**src/hw/asrb_defs.vh**
```
`ifndef ASRB_DEFS_VH
`define ASRB_DEFS_VH
// divisor scale factors for the baud generator
`define ASRB_DIV_LO_SPEED   6'd63
`define ASRB_DIV_HI_SPEED   6'd15
`define ASRB_DIV_WIDE_LO    6'd15
`define ASRB_DIV_WIDE_HI    6'd3
// oversampling: ticks per bit and mid-bit sample point
`define ASRB_OVS            5'd16
`define ASRB_OVS_MID        4'd7
// break: start plus twelve zeros, counted as data bits
`define ASRB_BREAK_ZEROS    4'd12
`define ASRB_BYTE_BITS      4'd8
`define ASRB_NINE_BITS      4'd9
// reset values
`define ASRB_RX_IDLE        1'b1
`define ASRB_TX_IDLE        1'b1
`endif

```
**src/hw/asrb_core.v**
```verilog
`timescale 1ns/1ps
// Notes on behaviour
// - receive line sampled by x16 oversampler
// - bit rate from 8-bit divisor, or 16-bit in wide mode, speed bits
// - nine-bit mode shows ninth bit in status
// - frame end sets flag, irq if enabled
// - eight data bits out, errors in status
// - clearing continuous receive clears latched errors
// - irq needs global and peripheral enables
// - receive irq priority select provided
// - address detect filters in nine-bit mode; cleared passes all bytes
// - break is start, twelve zeros, stop
// - send break with transmit enable, zeros sent
// - hardware clears send break after stop
// - next byte accepted during break, sent after
// - shift empty status tracks break like frames
// - transmit buffer empty flag when buffer empties
// - auto-wake catches two edges, then byte
module asrb_core (
	// clock and reset
	input  wire        clk,
	input  wire        rst,
	// baud configuration
	input  wire [7:0]  baud_divisor_high,
	input  wire [7:0]  baud_divisor_low,
	input  wire        high_speed_baud_select,
	input  wire        wide_divisor_mode,
	// port control
	input  wire        serial_port_enable,
	input  wire        nine_bit_receive_enable,
	input  wire        continuous_receive_enable,
	input  wire        address_detect_enable,
	input  wire        auto_wake_enable,
	// interrupt control
	input  wire        receive_irq_enable,
	input  wire        receive_irq_priority,
	input  wire        global_irq_enable,
	input  wire        peripheral_irq_enable,
	// receive buffer read
	input  wire        receive_data_read,
	output reg  [7:0]  receive_data_register,
	output reg         receive_ninth_bit,
	output reg         framing_error,
	output reg         overrun_error,
	output reg         receive_complete_flag,
	output wire        receive_irq_high,
	output wire        receive_irq_low,
	// transmit side
	input  wire        transmit_enable_bit,
	input  wire        send_break_set,
	input  wire        transmit_write,
	input  wire [7:0]  transmit_data_register,
	input  wire        transmit_ninth_bit,
	input  wire        nine_bit_transmit_enable,
	output reg         send_break_request,
	output reg         transmit_buffer_empty_flag,
	output reg         shift_register_empty,
	// serial pins
	input  wire        rx_pin,
	output reg         tx_pin
);
`include "asrb_defs.vh"

// ****************************************************************
// shared helpers
// ****************************************************************
	// frame length in data bits for the current settings
	function [3:0] data_bits;
		input nine;
		begin
			data_bits = nine ? `ASRB_NINE_BITS : `ASRB_BYTE_BITS;
		end
	endfunction

	wire tick;
	asrb_baud_gen u_baud (
		.clk                    (clk),
		.rst                    (rst),
		.divisor                ({baud_divisor_high, baud_divisor_low}),
		.high_speed_baud_select (high_speed_baud_select),
		.wide_divisor_mode      (wide_divisor_mode),
		.enable                 (serial_port_enable),
		.tick_x16               (tick)
	);

// ****************************************************************
// receive pin synchroniser and oversampler
// ****************************************************************
	reg        rx_meta_r;
	reg        rx_sync_r;
	// only the second stage feeds logic; the first may be metastable
	always @(posedge clk) begin
		if (rst) begin
			rx_meta_r <= `ASRB_RX_IDLE;
			rx_sync_r <= `ASRB_RX_IDLE;
		end else begin
			rx_meta_r <= rx_pin;
			rx_sync_r <= rx_meta_r;
		end
	end

	localparam RX_IDLE  = 2'd0;
	localparam RX_START = 2'd1;
	localparam RX_DATA  = 2'd2;
	localparam RX_STOP  = 2'd3;

	reg [1:0]  rx_state_r;
	reg [3:0]  rx_ovs_r;
	reg [3:0]  rx_bit_r;
	reg [8:0]  rx_shift_r;
	reg        rx_prev_r;
	reg [1:0]  wake_edges_r;
	reg        wake_armed_r;
	reg        rx_done;
	reg        rx_stop_ok;
	reg        wake_event;
	wire       rx_run;
	wire       rx_accept;

	assign rx_run = serial_port_enable && continuous_receive_enable;

	// address filter: with detect on in nine-bit mode only frames
	// whose ninth bit is set get through
	assign rx_accept = !(address_detect_enable && nine_bit_receive_enable
		&& !rx_shift_r[8]);

	always @(posedge clk) begin
		if (rst || !rx_run) begin
			rx_state_r <= RX_IDLE;
			rx_ovs_r   <= 4'h0;
			rx_bit_r   <= 4'h0;
			rx_shift_r <= 9'h000;
			rx_done    <= 1'b0;
			rx_stop_ok <= 1'b0;
		end else begin
			rx_done <= 1'b0;
			if (tick) begin
				rx_ovs_r <= rx_ovs_r + 4'h1;
				case (rx_state_r)
				RX_IDLE: begin
					rx_ovs_r <= 4'h0;
					if (!rx_sync_r && !wake_armed_r)
						rx_state_r <= RX_START;
				end
				RX_START: begin
					// mid-bit check rejects glitches shorter than half a bit
					if (rx_ovs_r == `ASRB_OVS_MID) begin
						rx_ovs_r <= 4'h0;
						rx_bit_r <= 4'h0;
						rx_state_r <= rx_sync_r ? RX_IDLE : RX_DATA;
					end
				end
				RX_DATA: begin
					if (rx_ovs_r == 4'hf) begin
						rx_shift_r <= nine_bit_receive_enable ?
							{rx_sync_r, rx_shift_r[8:1]} :
							{1'b0, rx_sync_r, rx_shift_r[7:1]};
						rx_bit_r <= rx_bit_r + 4'h1;
						if (rx_bit_r + 4'h1 ==
							data_bits(nine_bit_receive_enable))
							rx_state_r <= RX_STOP;
					end
				end
				RX_STOP: begin
					if (rx_ovs_r == 4'hf) begin
						rx_stop_ok <= rx_sync_r;
						rx_done    <= 1'b1;
						rx_state_r <= RX_IDLE;
					end
				end
				default: rx_state_r <= RX_IDLE;
				endcase
			end
		end
	end

	// auto-wake: the second of two line edges raises one receive event,
	// the following byte is then received normally
	always @(posedge clk) begin
		if (rst) begin
			rx_prev_r    <= `ASRB_RX_IDLE;
			wake_edges_r <= 2'd0;
			wake_armed_r <= 1'b0;
			wake_event   <= 1'b0;
		end else begin
			rx_prev_r  <= rx_sync_r;
			wake_event <= 1'b0;
			if (!auto_wake_enable || !serial_port_enable) begin
				wake_armed_r <= auto_wake_enable && serial_port_enable;
				wake_edges_r <= 2'd0;
			end else if (wake_armed_r && rx_prev_r != rx_sync_r) begin
				wake_edges_r <= wake_edges_r + 2'd1;
				if (wake_edges_r == 2'd1) begin
					wake_armed_r <= 1'b0;
					wake_event   <= 1'b1;
				end
			end else if (!wake_armed_r && wake_edges_r == 2'd0) begin
				wake_armed_r <= 1'b1;
			end
		end
	end

// ****************************************************************
// receive buffer, flags and errors
// ****************************************************************
	always @(posedge clk) begin
		if (rst) begin
			receive_data_register <= 8'h00;
			receive_ninth_bit     <= 1'b0;
			framing_error         <= 1'b0;
			overrun_error         <= 1'b0;
			receive_complete_flag <= 1'b0;
		end else begin
			if (receive_data_read)
				receive_complete_flag <= 1'b0;
			// clearing continuous receive drops latched errors
			if (!continuous_receive_enable) begin
				framing_error <= 1'b0;
				overrun_error <= 1'b0;
			end
			if (wake_event)
				receive_complete_flag <= 1'b1;
			// a new frame wins over a read in the same cycle
			if (rx_done && rx_accept) begin
				// overrun keeps the older byte, which the host has not seen
				if (receive_complete_flag && !receive_data_read) begin
					overrun_error <= 1'b1;
				end else begin
					receive_data_register <= rx_shift_r[7:0];
					receive_ninth_bit     <= rx_shift_r[8];
					framing_error         <= !rx_stop_ok;
					receive_complete_flag <= 1'b1;
				end
			end
		end
	end

// ****************************************************************
// interrupt requests
// ****************************************************************
	wire rx_irq;
	assign rx_irq = receive_complete_flag && receive_irq_enable
		&& global_irq_enable && peripheral_irq_enable;
	assign receive_irq_high = rx_irq && receive_irq_priority;
	assign receive_irq_low  = rx_irq && !receive_irq_priority;

// ****************************************************************
// transmitter
// ****************************************************************
	reg [7:0]  tx_buf_r;
	reg        tx_buf_nine_r;
	reg        tx_buf_brk_r;
	reg [10:0] tx_shift_r;
	reg [3:0]  tx_ovs_r;
	reg [3:0]  tx_left_r;
	reg        tx_brk_r;
	wire       tx_load;
	wire       tx_bit_end;

	// load only once the last frame has fully left the shifter
	assign tx_load = !transmit_buffer_empty_flag && shift_register_empty
		&& transmit_enable_bit && serial_port_enable;
	assign tx_bit_end = tick && tx_ovs_r == 4'hf;

// ****************************************************************
// transmit buffer and break request
// ****************************************************************

	always @(posedge clk) begin
		if (rst) begin
			tx_buf_r                   <= 8'h00;
			tx_buf_nine_r              <= 1'b0;
			tx_buf_brk_r               <= 1'b0;
			transmit_buffer_empty_flag <= 1'b1;
			send_break_request         <= 1'b0;
		end else begin
			if (send_break_set)
				send_break_request <= 1'b1;
			if (tx_load)
				transmit_buffer_empty_flag <= 1'b1;
			// buffer refills while a break shifts out
			if (transmit_write) begin
				tx_buf_r                   <= transmit_data_register;
				tx_buf_nine_r              <= transmit_ninth_bit;
				tx_buf_brk_r               <= send_break_request
					&& !tx_brk_r;
				transmit_buffer_empty_flag <= 1'b0;
			end
			// stop of the break done; a new set in that cycle wins
			if (tx_brk_r && tx_left_r == 4'h0 && tx_bit_end
				&& !send_break_set)
				send_break_request <= 1'b0;
		end
	end

// ****************************************************************
// transmit shifter
// ****************************************************************

	always @(posedge clk) begin
		if (rst) begin
			tx_shift_r           <= 11'h7ff;
			tx_ovs_r             <= 4'h0;
			tx_left_r            <= 4'h0;
			tx_brk_r             <= 1'b0;
			shift_register_empty <= 1'b1;
			tx_pin               <= `ASRB_TX_IDLE;
		end else if (tx_load) begin
			shift_register_empty <= 1'b0;
			tx_ovs_r             <= 4'h0;
			tx_brk_r             <= tx_buf_brk_r;
			if (tx_buf_brk_r) begin
				// start then twelve zeros: data ignored
				tx_shift_r <= 11'h000;
				tx_left_r  <= `ASRB_BREAK_ZEROS + 4'h1;
			end else begin
				tx_shift_r <= {1'b1, tx_buf_nine_r, tx_buf_r, 1'b0};
				tx_left_r  <= data_bits(nine_bit_transmit_enable)
					+ 4'h1;
			end
		end else if (!shift_register_empty) begin
			tx_pin <= tx_shift_r[0];
			if (tick)
				tx_ovs_r <= tx_ovs_r + 4'h1;
			if (tx_bit_end) begin
				if (tx_left_r == 4'h0) begin
					shift_register_empty <= 1'b1;
					tx_pin <= `ASRB_TX_IDLE;
				end else begin
					tx_left_r <= tx_left_r - 4'h1;
					// the last shifted position is the stop bit; a break
					// shifts zeros in so every one of its low periods holds
					tx_shift_r <= (tx_left_r == 4'h1) ? 11'h7ff :
						{!tx_brk_r, tx_shift_r[10:1]};
				end
			end
		end else begin
			tx_pin <= `ASRB_TX_IDLE;
		end
	end
endmodule

```
**src/hw/asrb_baud_gen.v**
```verilog
`timescale 1ns/1ps
// ****************************************************************
// baud generator: one-cycle x16 tick
// ****************************************************************
module asrb_baud_gen (
	// clock and reset
	input  wire        clk,
	input  wire        rst,
	// divisor settings
	input  wire [15:0] divisor,
	input  wire        high_speed_baud_select,
	input  wire        wide_divisor_mode,
	input  wire        enable,
	// tick out
	output reg         tick_x16
);
`include "asrb_defs.vh"
	reg  [15:0] div_cnt_r;
	reg  [5:0]  pre_cnt_r;
	reg  [5:0]  pre_max;
	wire [15:0] div_eff;

	// 8-bit divisor unless wide mode, so upper byte is ignored
	assign div_eff = wide_divisor_mode ? divisor : {8'h00, divisor[7:0]};

	// the fixed prescale makes periods of 16/4/4/1 clocks (pre_max+1),
	// and a x16 tick is given after every divisor+1 of those periods
	always @* begin
		case ({wide_divisor_mode, high_speed_baud_select})
		2'b00:   pre_max = `ASRB_DIV_LO_SPEED >> 2;
		2'b01:   pre_max = `ASRB_DIV_HI_SPEED >> 2;
		2'b10:   pre_max = `ASRB_DIV_WIDE_LO >> 2;
		default: pre_max = `ASRB_DIV_WIDE_HI >> 2;
		endcase
	end

	always @(posedge clk) begin
		if (rst || !enable) begin
			div_cnt_r <= 16'h0000;
			pre_cnt_r <= 6'h00;
			tick_x16  <= 1'b0;
		end else begin
			tick_x16 <= 1'b0;
			if (pre_cnt_r >= pre_max) begin
				pre_cnt_r <= 6'h00;
				if (div_cnt_r >= div_eff) begin
					div_cnt_r <= 16'h0000;
					tick_x16  <= 1'b1;
				end else begin
					div_cnt_r <= div_cnt_r + 16'h0001;
				end
			end else begin
				pre_cnt_r <= pre_cnt_r + 6'h01;
			end
		end
	end
endmodule

```
**config.mk**
```make
export PLATFORM = sky130hd
export DESIGN_NAME = asrb_core
export DESIGN_NICKNAME = d
export VERILOG_FILES = /design/src/hw/asrb_core.v /design/src/hw/asrb_baud_gen.v
export VERILOG_INCLUDE_DIRS = /design/src /design/src/hw
export SDC_FILE = /design/constraint.sdc
export NUM_CORES = 1
export LEC_CHECK = 0
export BUFFER_PORTS_ARGS = -buffer_cell sky130_fd_sc_hd__buf_4
export CELL_PAD_IN_SITES_DETAIL_PLACEMENT = 2
export CELL_PAD_IN_SITES_GLOBAL_PLACEMENT = 2
export CORE_ASPECT_RATIO = 1.2
export CORE_MARGIN = 1.5
export CORE_UTILIZATION = 38
export DETAILED_ROUTE_END_ITERATION = 7
export PLACE_DENSITY_LB_ADDON = 0.15
export SLEW_MARGIN = 20
export SYNTH_ARGS = -nofsm -noshare
export SYNTH_HDL_FRONTEND = slang
export SYNTH_SLANG_ARGS = --single-unit
```
**constraint.sdc**
```tcl
create_clock -name clk -period 4.2 [get_ports clk]
set_input_delay 0.63 -clock clk [delete_from_list [all_inputs] [get_ports clk]]
set_output_delay 0.63 -clock clk [all_outputs]
set_load 0.02 [all_outputs]
```
; ---- Word-level counts from Yosys, hierarchy flattened
; Index checks and enable logic that the tools add are counted.
[word_totals]
ff_bits = 97
output_inout_bits = 18
elab_cells = 184
[classes]
add_sub_neg = 8
magnitude_cmp = 2
eq_ne = 20
mux = 55
bitwise = 6
n_reduce_logical = 62
[ops]
columns = operator, n
row1 = $mux 11, 6
row2 = $mux 16, 2
row3 = $mux 4, 8
row4 = $mux 1, 28
row5 = $pmux 4 s2, 3
row6 = $logic_and 1x1->1, 22
row7 = $add 16x1->16 const B, 1
row8 = $add 4x1->4 const B, 4
row9 = $ge 16x16->1, 1
row10 = $logic_not 1->1, 13
row11 = $mux 2, 6
row12 = $ne 2x2->1 const B, 6
row13 = $reduce_or 2->1, 6
row14 = $mux 9, 1
row15 = $reduce_and 3->1, 3
row16 = $eq 4x4->1 const B, 2
row17 = $pmux 2 s4, 1
row18 = $add 6x1->6 const B, 1
row19 = $eq 2x1->1 const B, 3
row20 = $eq 2x2->1 const B, 3
row21 = $ge 6x4->1, 1
row22 = $logic_not 2->1, 3
row23 = $not 1->1, 6
row24 = $reduce_and 2->1, 3
row25 = 15 further kinds, 20

; ---- Longest topological paths before layout
[depth]
word_depth = 6
mapped_depth = 11

; ---- Cells and area by module
; From an unflattened synthesis, not the netlist that was laid out.
[hier_totals]
hier_cells = 530
hier_area_um2 = 4822.1
[modules_own_cells]
columns = mod, n_inst, cells_each, area_each_um2
row1 = asrb_core, 1, 353, 3319.4
row2 = asrb_baud_gen, 1, 177, 1502.7

; ---- Worst setup path after synthesis
; Ideal clock, no wire load.
[synth_timing]
kind = in2reg
startpoint = in wide_divisor_mode
endpoint = reg u_baud.div_cnt_r[2]
arrival_ns = 2.679
t_required_ns = 4.127
path_slack_ns = 1.448
cell_stages = 10
n_path_buf = 2
path_cell_list = clkbuf_1 -> or2_2 -> ha_1 -> a21oi_2 -> o21ai_2 -> a2111oi_4 -> buf_6 -> a21oi_2 -> a31o_1 -> nor3_2
[synth_via]
elab_chain_len = 4
elab_cells_between_ends = 9
classes_between = 2 x order compare / 2 x eq/ne / 3 x mux / 2 x reduce/logical
[synth_lines]
columns = item, line
row1 = start: declaration, asrb_core.v:27  ; input wire wide_divisor_mode,
row2 = $eq 2x1->1 / $eq 2x2->1 (equally long branches), asrb_baud_gen.v:29  ; case ({wide_divisor_mode, high_speed_baud_select})
row3 = $reduce_or 2->1 (no line), --
row4 = $pmux 4 s2, asrb_baud_gen.v:29
row5 = $ge 6x4->1, asrb_baud_gen.v:44  ; if (pre_cnt_r >= pre_max) begin
row6 = end signal: assignment, asrb_baud_gen.v:50  ; div_cnt_r <= div_cnt_r + 16'h0001;
row7 = end: declaration, asrb_baud_gen.v:18  ; reg [15:0] div_cnt_r;
; Parallel ways exist; a longest one is shown, timed or not.
; A chain may end at the register's enable or synchronous reset.

; ---- Worst setup path in the final report
[layout_timing]
startpoint = in wide_divisor_mode
endpoint = reg u_baud.div_cnt_r[7]
; The elaborated chain is that of the path after synthesis.

==> impl_metrics.json <==
{
  "drv_cap": 0,
  "slew_viol_final": 0,
  "cp_common_cell": "a21oi_1",
  "first_pass_iters": 4,
  "yosysUniqueCellTypes": 56,
  "cts_made_buffers": 9,
  "area_delta_synth_final_pct": 19.06,
  "start_kind": "primary input",
  "clkTransAtPathRegs_ns": 0.07,
  "final.period_utilization_pct": 62.87,
  "cts.sinks": 97,
  "antenna_found_initial": 0,
  "p_int_mw": 1.419,
  "wl_per_cell_um": 16.96,
  "tns_ns": 0,
  "grt_use_total_pct": 21.04,
  "async_flop_share_pct": 0,
  "cts_root_buffer": "clkbuf_16",
  "fillers": 1314,
  "syn_nets": 598,
  "hpwlAfterDp_um": 9180,
  "hold_viol": 0,
  "dieArea_sq_um": 12750,
  "cts.htree.levels": 3,
  "yosysTopAreaCell": "dfxtp_1",
  "port_buffers": 61,
  "drc": 0,
  "post_cts_resized": 0,
  "synth_top_area_share_pct": 42.32,
  "place_congestion": 0.7560,
  "synth_cells": 524,
  "outcome": "completed",
  "postCtsSetupBuffers": 0,
  "die_w_um": 103.3,
  "max_slew_margin_pct": 29.35,
  "min_path_type": "register to register",
  "netlist_top_cells_count": "dfxtp_1 (97), nor2_1 (66), nand2_1 (54)",
  "p_leak_nw": 2.336,
  "drt-total-wl_um": 12570,
  "drt_iter0_markers": 73,
  "sw_frac_of_total_pct": 23.87,
  "synth_seq_cells": 97,
  "layout.nets": 653,
  "vdd_drop_max_mv": 0.1643,
  "core_area_sq_um": 11670,
  "setup_viol": 0,
  "clock_latency_ns": 0.35,
  "tightestPinTransition_ns": 1.060,
  "yosysWarnings": 0,
  "cp_data_required_time_ns": 4.37,
  "n_antenna_cell": 0,
  "crit_chain": "buf_4 > nand2_1 > ha_1 > o21a_1 > a21oi_1 > a21oi_1 > a21bo_2 > a21oi_1 > nor3_1",
  "drive_gt1_share_pct": 16.44,
  "critical_path_class": "primary input to register",
  "power.clock.fraction_pct": 41.9,
  "ys.flop_type": "dfxtp_1",
  "cpPeakStageDelay_ns": 0.82,
  "clk_path_buf_depth": 2,
  "vias": 3946,
  "design_area_sq_um": 5463,
  "hold_buffers": 0,
  "crit_path_end_kind": "register",
  "rows": 43,
  "synth_edf_count": 0,
  "overflow": 0,
  "combPwrFrac_pct": 7.2,
  "grt_pass1_vias": 4363,
  "synth.area.top_cells": "dfxtp_1 (42%), ha_1 (8.2%), mux2i_1 (6.3%)",
  "crit_path_max_fanout": 13,
  "synthesis.area_sq_um": 4588,
  "rsz0062_at_grt": "false",
  "fmax_mhz": 378.7,
  "synth.most_common_cell": "dfxtp_1",
  "avgSynthCellArea_sq_um": 8.756,
  "start_util_pct": 39.30,
  "grt_pass1_wl_um": 20860,
  "p_switching_mw": 0.4451,
  "grt_start_max_net_pins": 38,
  "power_frac_seq_pct": 50.9,
  "crit_slowest_cell": "a21oi_1",
  "ant_nets": 0,
  "die-height_um": 123.4,
  "period_needed_ns": 2.641,
  "vias_per_cell": 5.325,
  "fin_skew_ns": 0.01185,
  "cts_tree": "yes",
  "arrival_ns": 2.81,
  "ioPinCount": 62,
  "yosysSeqAreaShare_pct": 42.32,
  "post_dp_cell_area_sq_um": 5181,
  "pwr_density_cell_nw_per_um2": 341.3,
  "power.total_mw": 1.865
}
## state kept, by name, summed over array words and instances (netlist names), 2 cells and up, named ones only
name and flops:
u_baud.div_cnt_r 16, tx_shift_r 11, rx_shift_r 9, receive_data_register 8, tx_buf_r 8, u_baud.pre_cnt_r 6, rx_bit_r 4, rx_ovs_r 4
tx_left_r 4, tx_ovs_r 4, wake_edges_r 2
## layout by cell type (no fill, tap or decap), types with 2 or more instances in the layout
cell type  instances
a21oi_2            3
o31ai_1            2
nor3_2             2
nor2b_1            6
nand2_1           54
clkbuf_16          9
clkinv_4           2
mux2i_1           29
a31oi_1            2
ha_1              30
nor4_1             6
o21ai_0            9
nor3b_1            2
xor2_1            13
nand3_1           13
or3_1              2
a21oi_1           37
and3_1             4
nand4_1           13
nor2_1            66
dfxtp_1           97
o311ai_0           9
a22oi_1            3
buf_4             65
or2_2              4
nand3b_1           2
xnor2_1           13
o21a_1             2
nand2b_1           3
inv_1             20
nor3_1            33
## power groups by stage
stage                     Combinational [mW]  Clock, mW  Sequential (mW)
after floorplan                       0.0753          0            0.968
after global placement                 0.129          0            0.969
after detailed placement               0.137          0            0.970
after CTS                              0.138      0.804            0.949
after global routing                   0.151      0.838            0.951
final                                  0.134      0.781            0.949
## per-layer routing
metal	vias up	track usage [%]	share of wire, %	wire (um)
li1	1945	-	-	-
met1	1933	24.13	43	5342
met2	54	39.60	54	6755
met3	14	3.166	2.4	307
met4	0	6.419	1.3	161
met5	-	0	0	0
## final cells by class
cell class                 instances  area (sq um)  share of cell area, %
clock buffer                      11         242.7                  4.443
sequential                        97          1942                  35.55
inverter                          22         82.58                  1.512
clock inverter                     5         38.79                 0.7100
timing repair buffer              65         488.0                  8.933
multi-input combinational        384          2472                  45.26
tap                              157         196.4                  3.596
## cells by family (layout without fill, tap and decap cells)
| kind of cell | count (synthesis) | in the layout | share of synthesized area [%] |
|---|---|---|---|
| AOI/OAI and AO/OA | 81 | 81 | 11.81 |
| xor gates and xnor gates | 26 | 26 | 4.963 |
| adders and majority gates | 30 | 30 | 8.181 |
| buffers and inverters | 43 | 103 | 3.790 |
| DFF | 97 | 97 | 42.32 |
| muxes | 29 | 29 | 6.327 |
| other | 1 | 1 | 0.08173 |
| and+or+nand+nor | 217 | 217 | 22.53 |
## critical path, delay by kind of cell
family / cells / cell delay [ns]
adder cells (fa/ha/maj): 1 / 0.30
AND/OR/NAND/NOR: 2 / 0.23
buffers and inverters: 1 / 0.14
AO/OA/AOI/OAI: 5 / 1.51
## path summary, 6_finish.rpt
kind                       start                  end  slack [ns]  cells after the start
max reg2reg  u_baud.div_cnt_r[7]  u_baud.div_cnt_r[7]        1.66                      7
max            wide_divisor_mode  u_baud.div_cnt_r[7]        1.56                      9
min                    rx_meta_r            rx_sync_r        0.43                      1
min reg2reg            rx_meta_r            rx_sync_r        0.43                      1
## stage by stage
stage | util (%) | hold slack [ns] | worst slack (ns) | instances
after floorplan | - | 0.3895 | 1.448 | 524
after global placement | 44.38 | 0.3989 | 1.340 | 725
after detailed placement | 44.38 | 0.3969 | 1.186 | 725
after CTS | 46.79 | 0.4349 | 1.551 | 741
after global routing | 46.79 | 0.4528 | 1.355 | 741
final | 46.79 | 0.4322 | 1.559 | 741
Note: power is estimated with default switching activity, not from simulation.
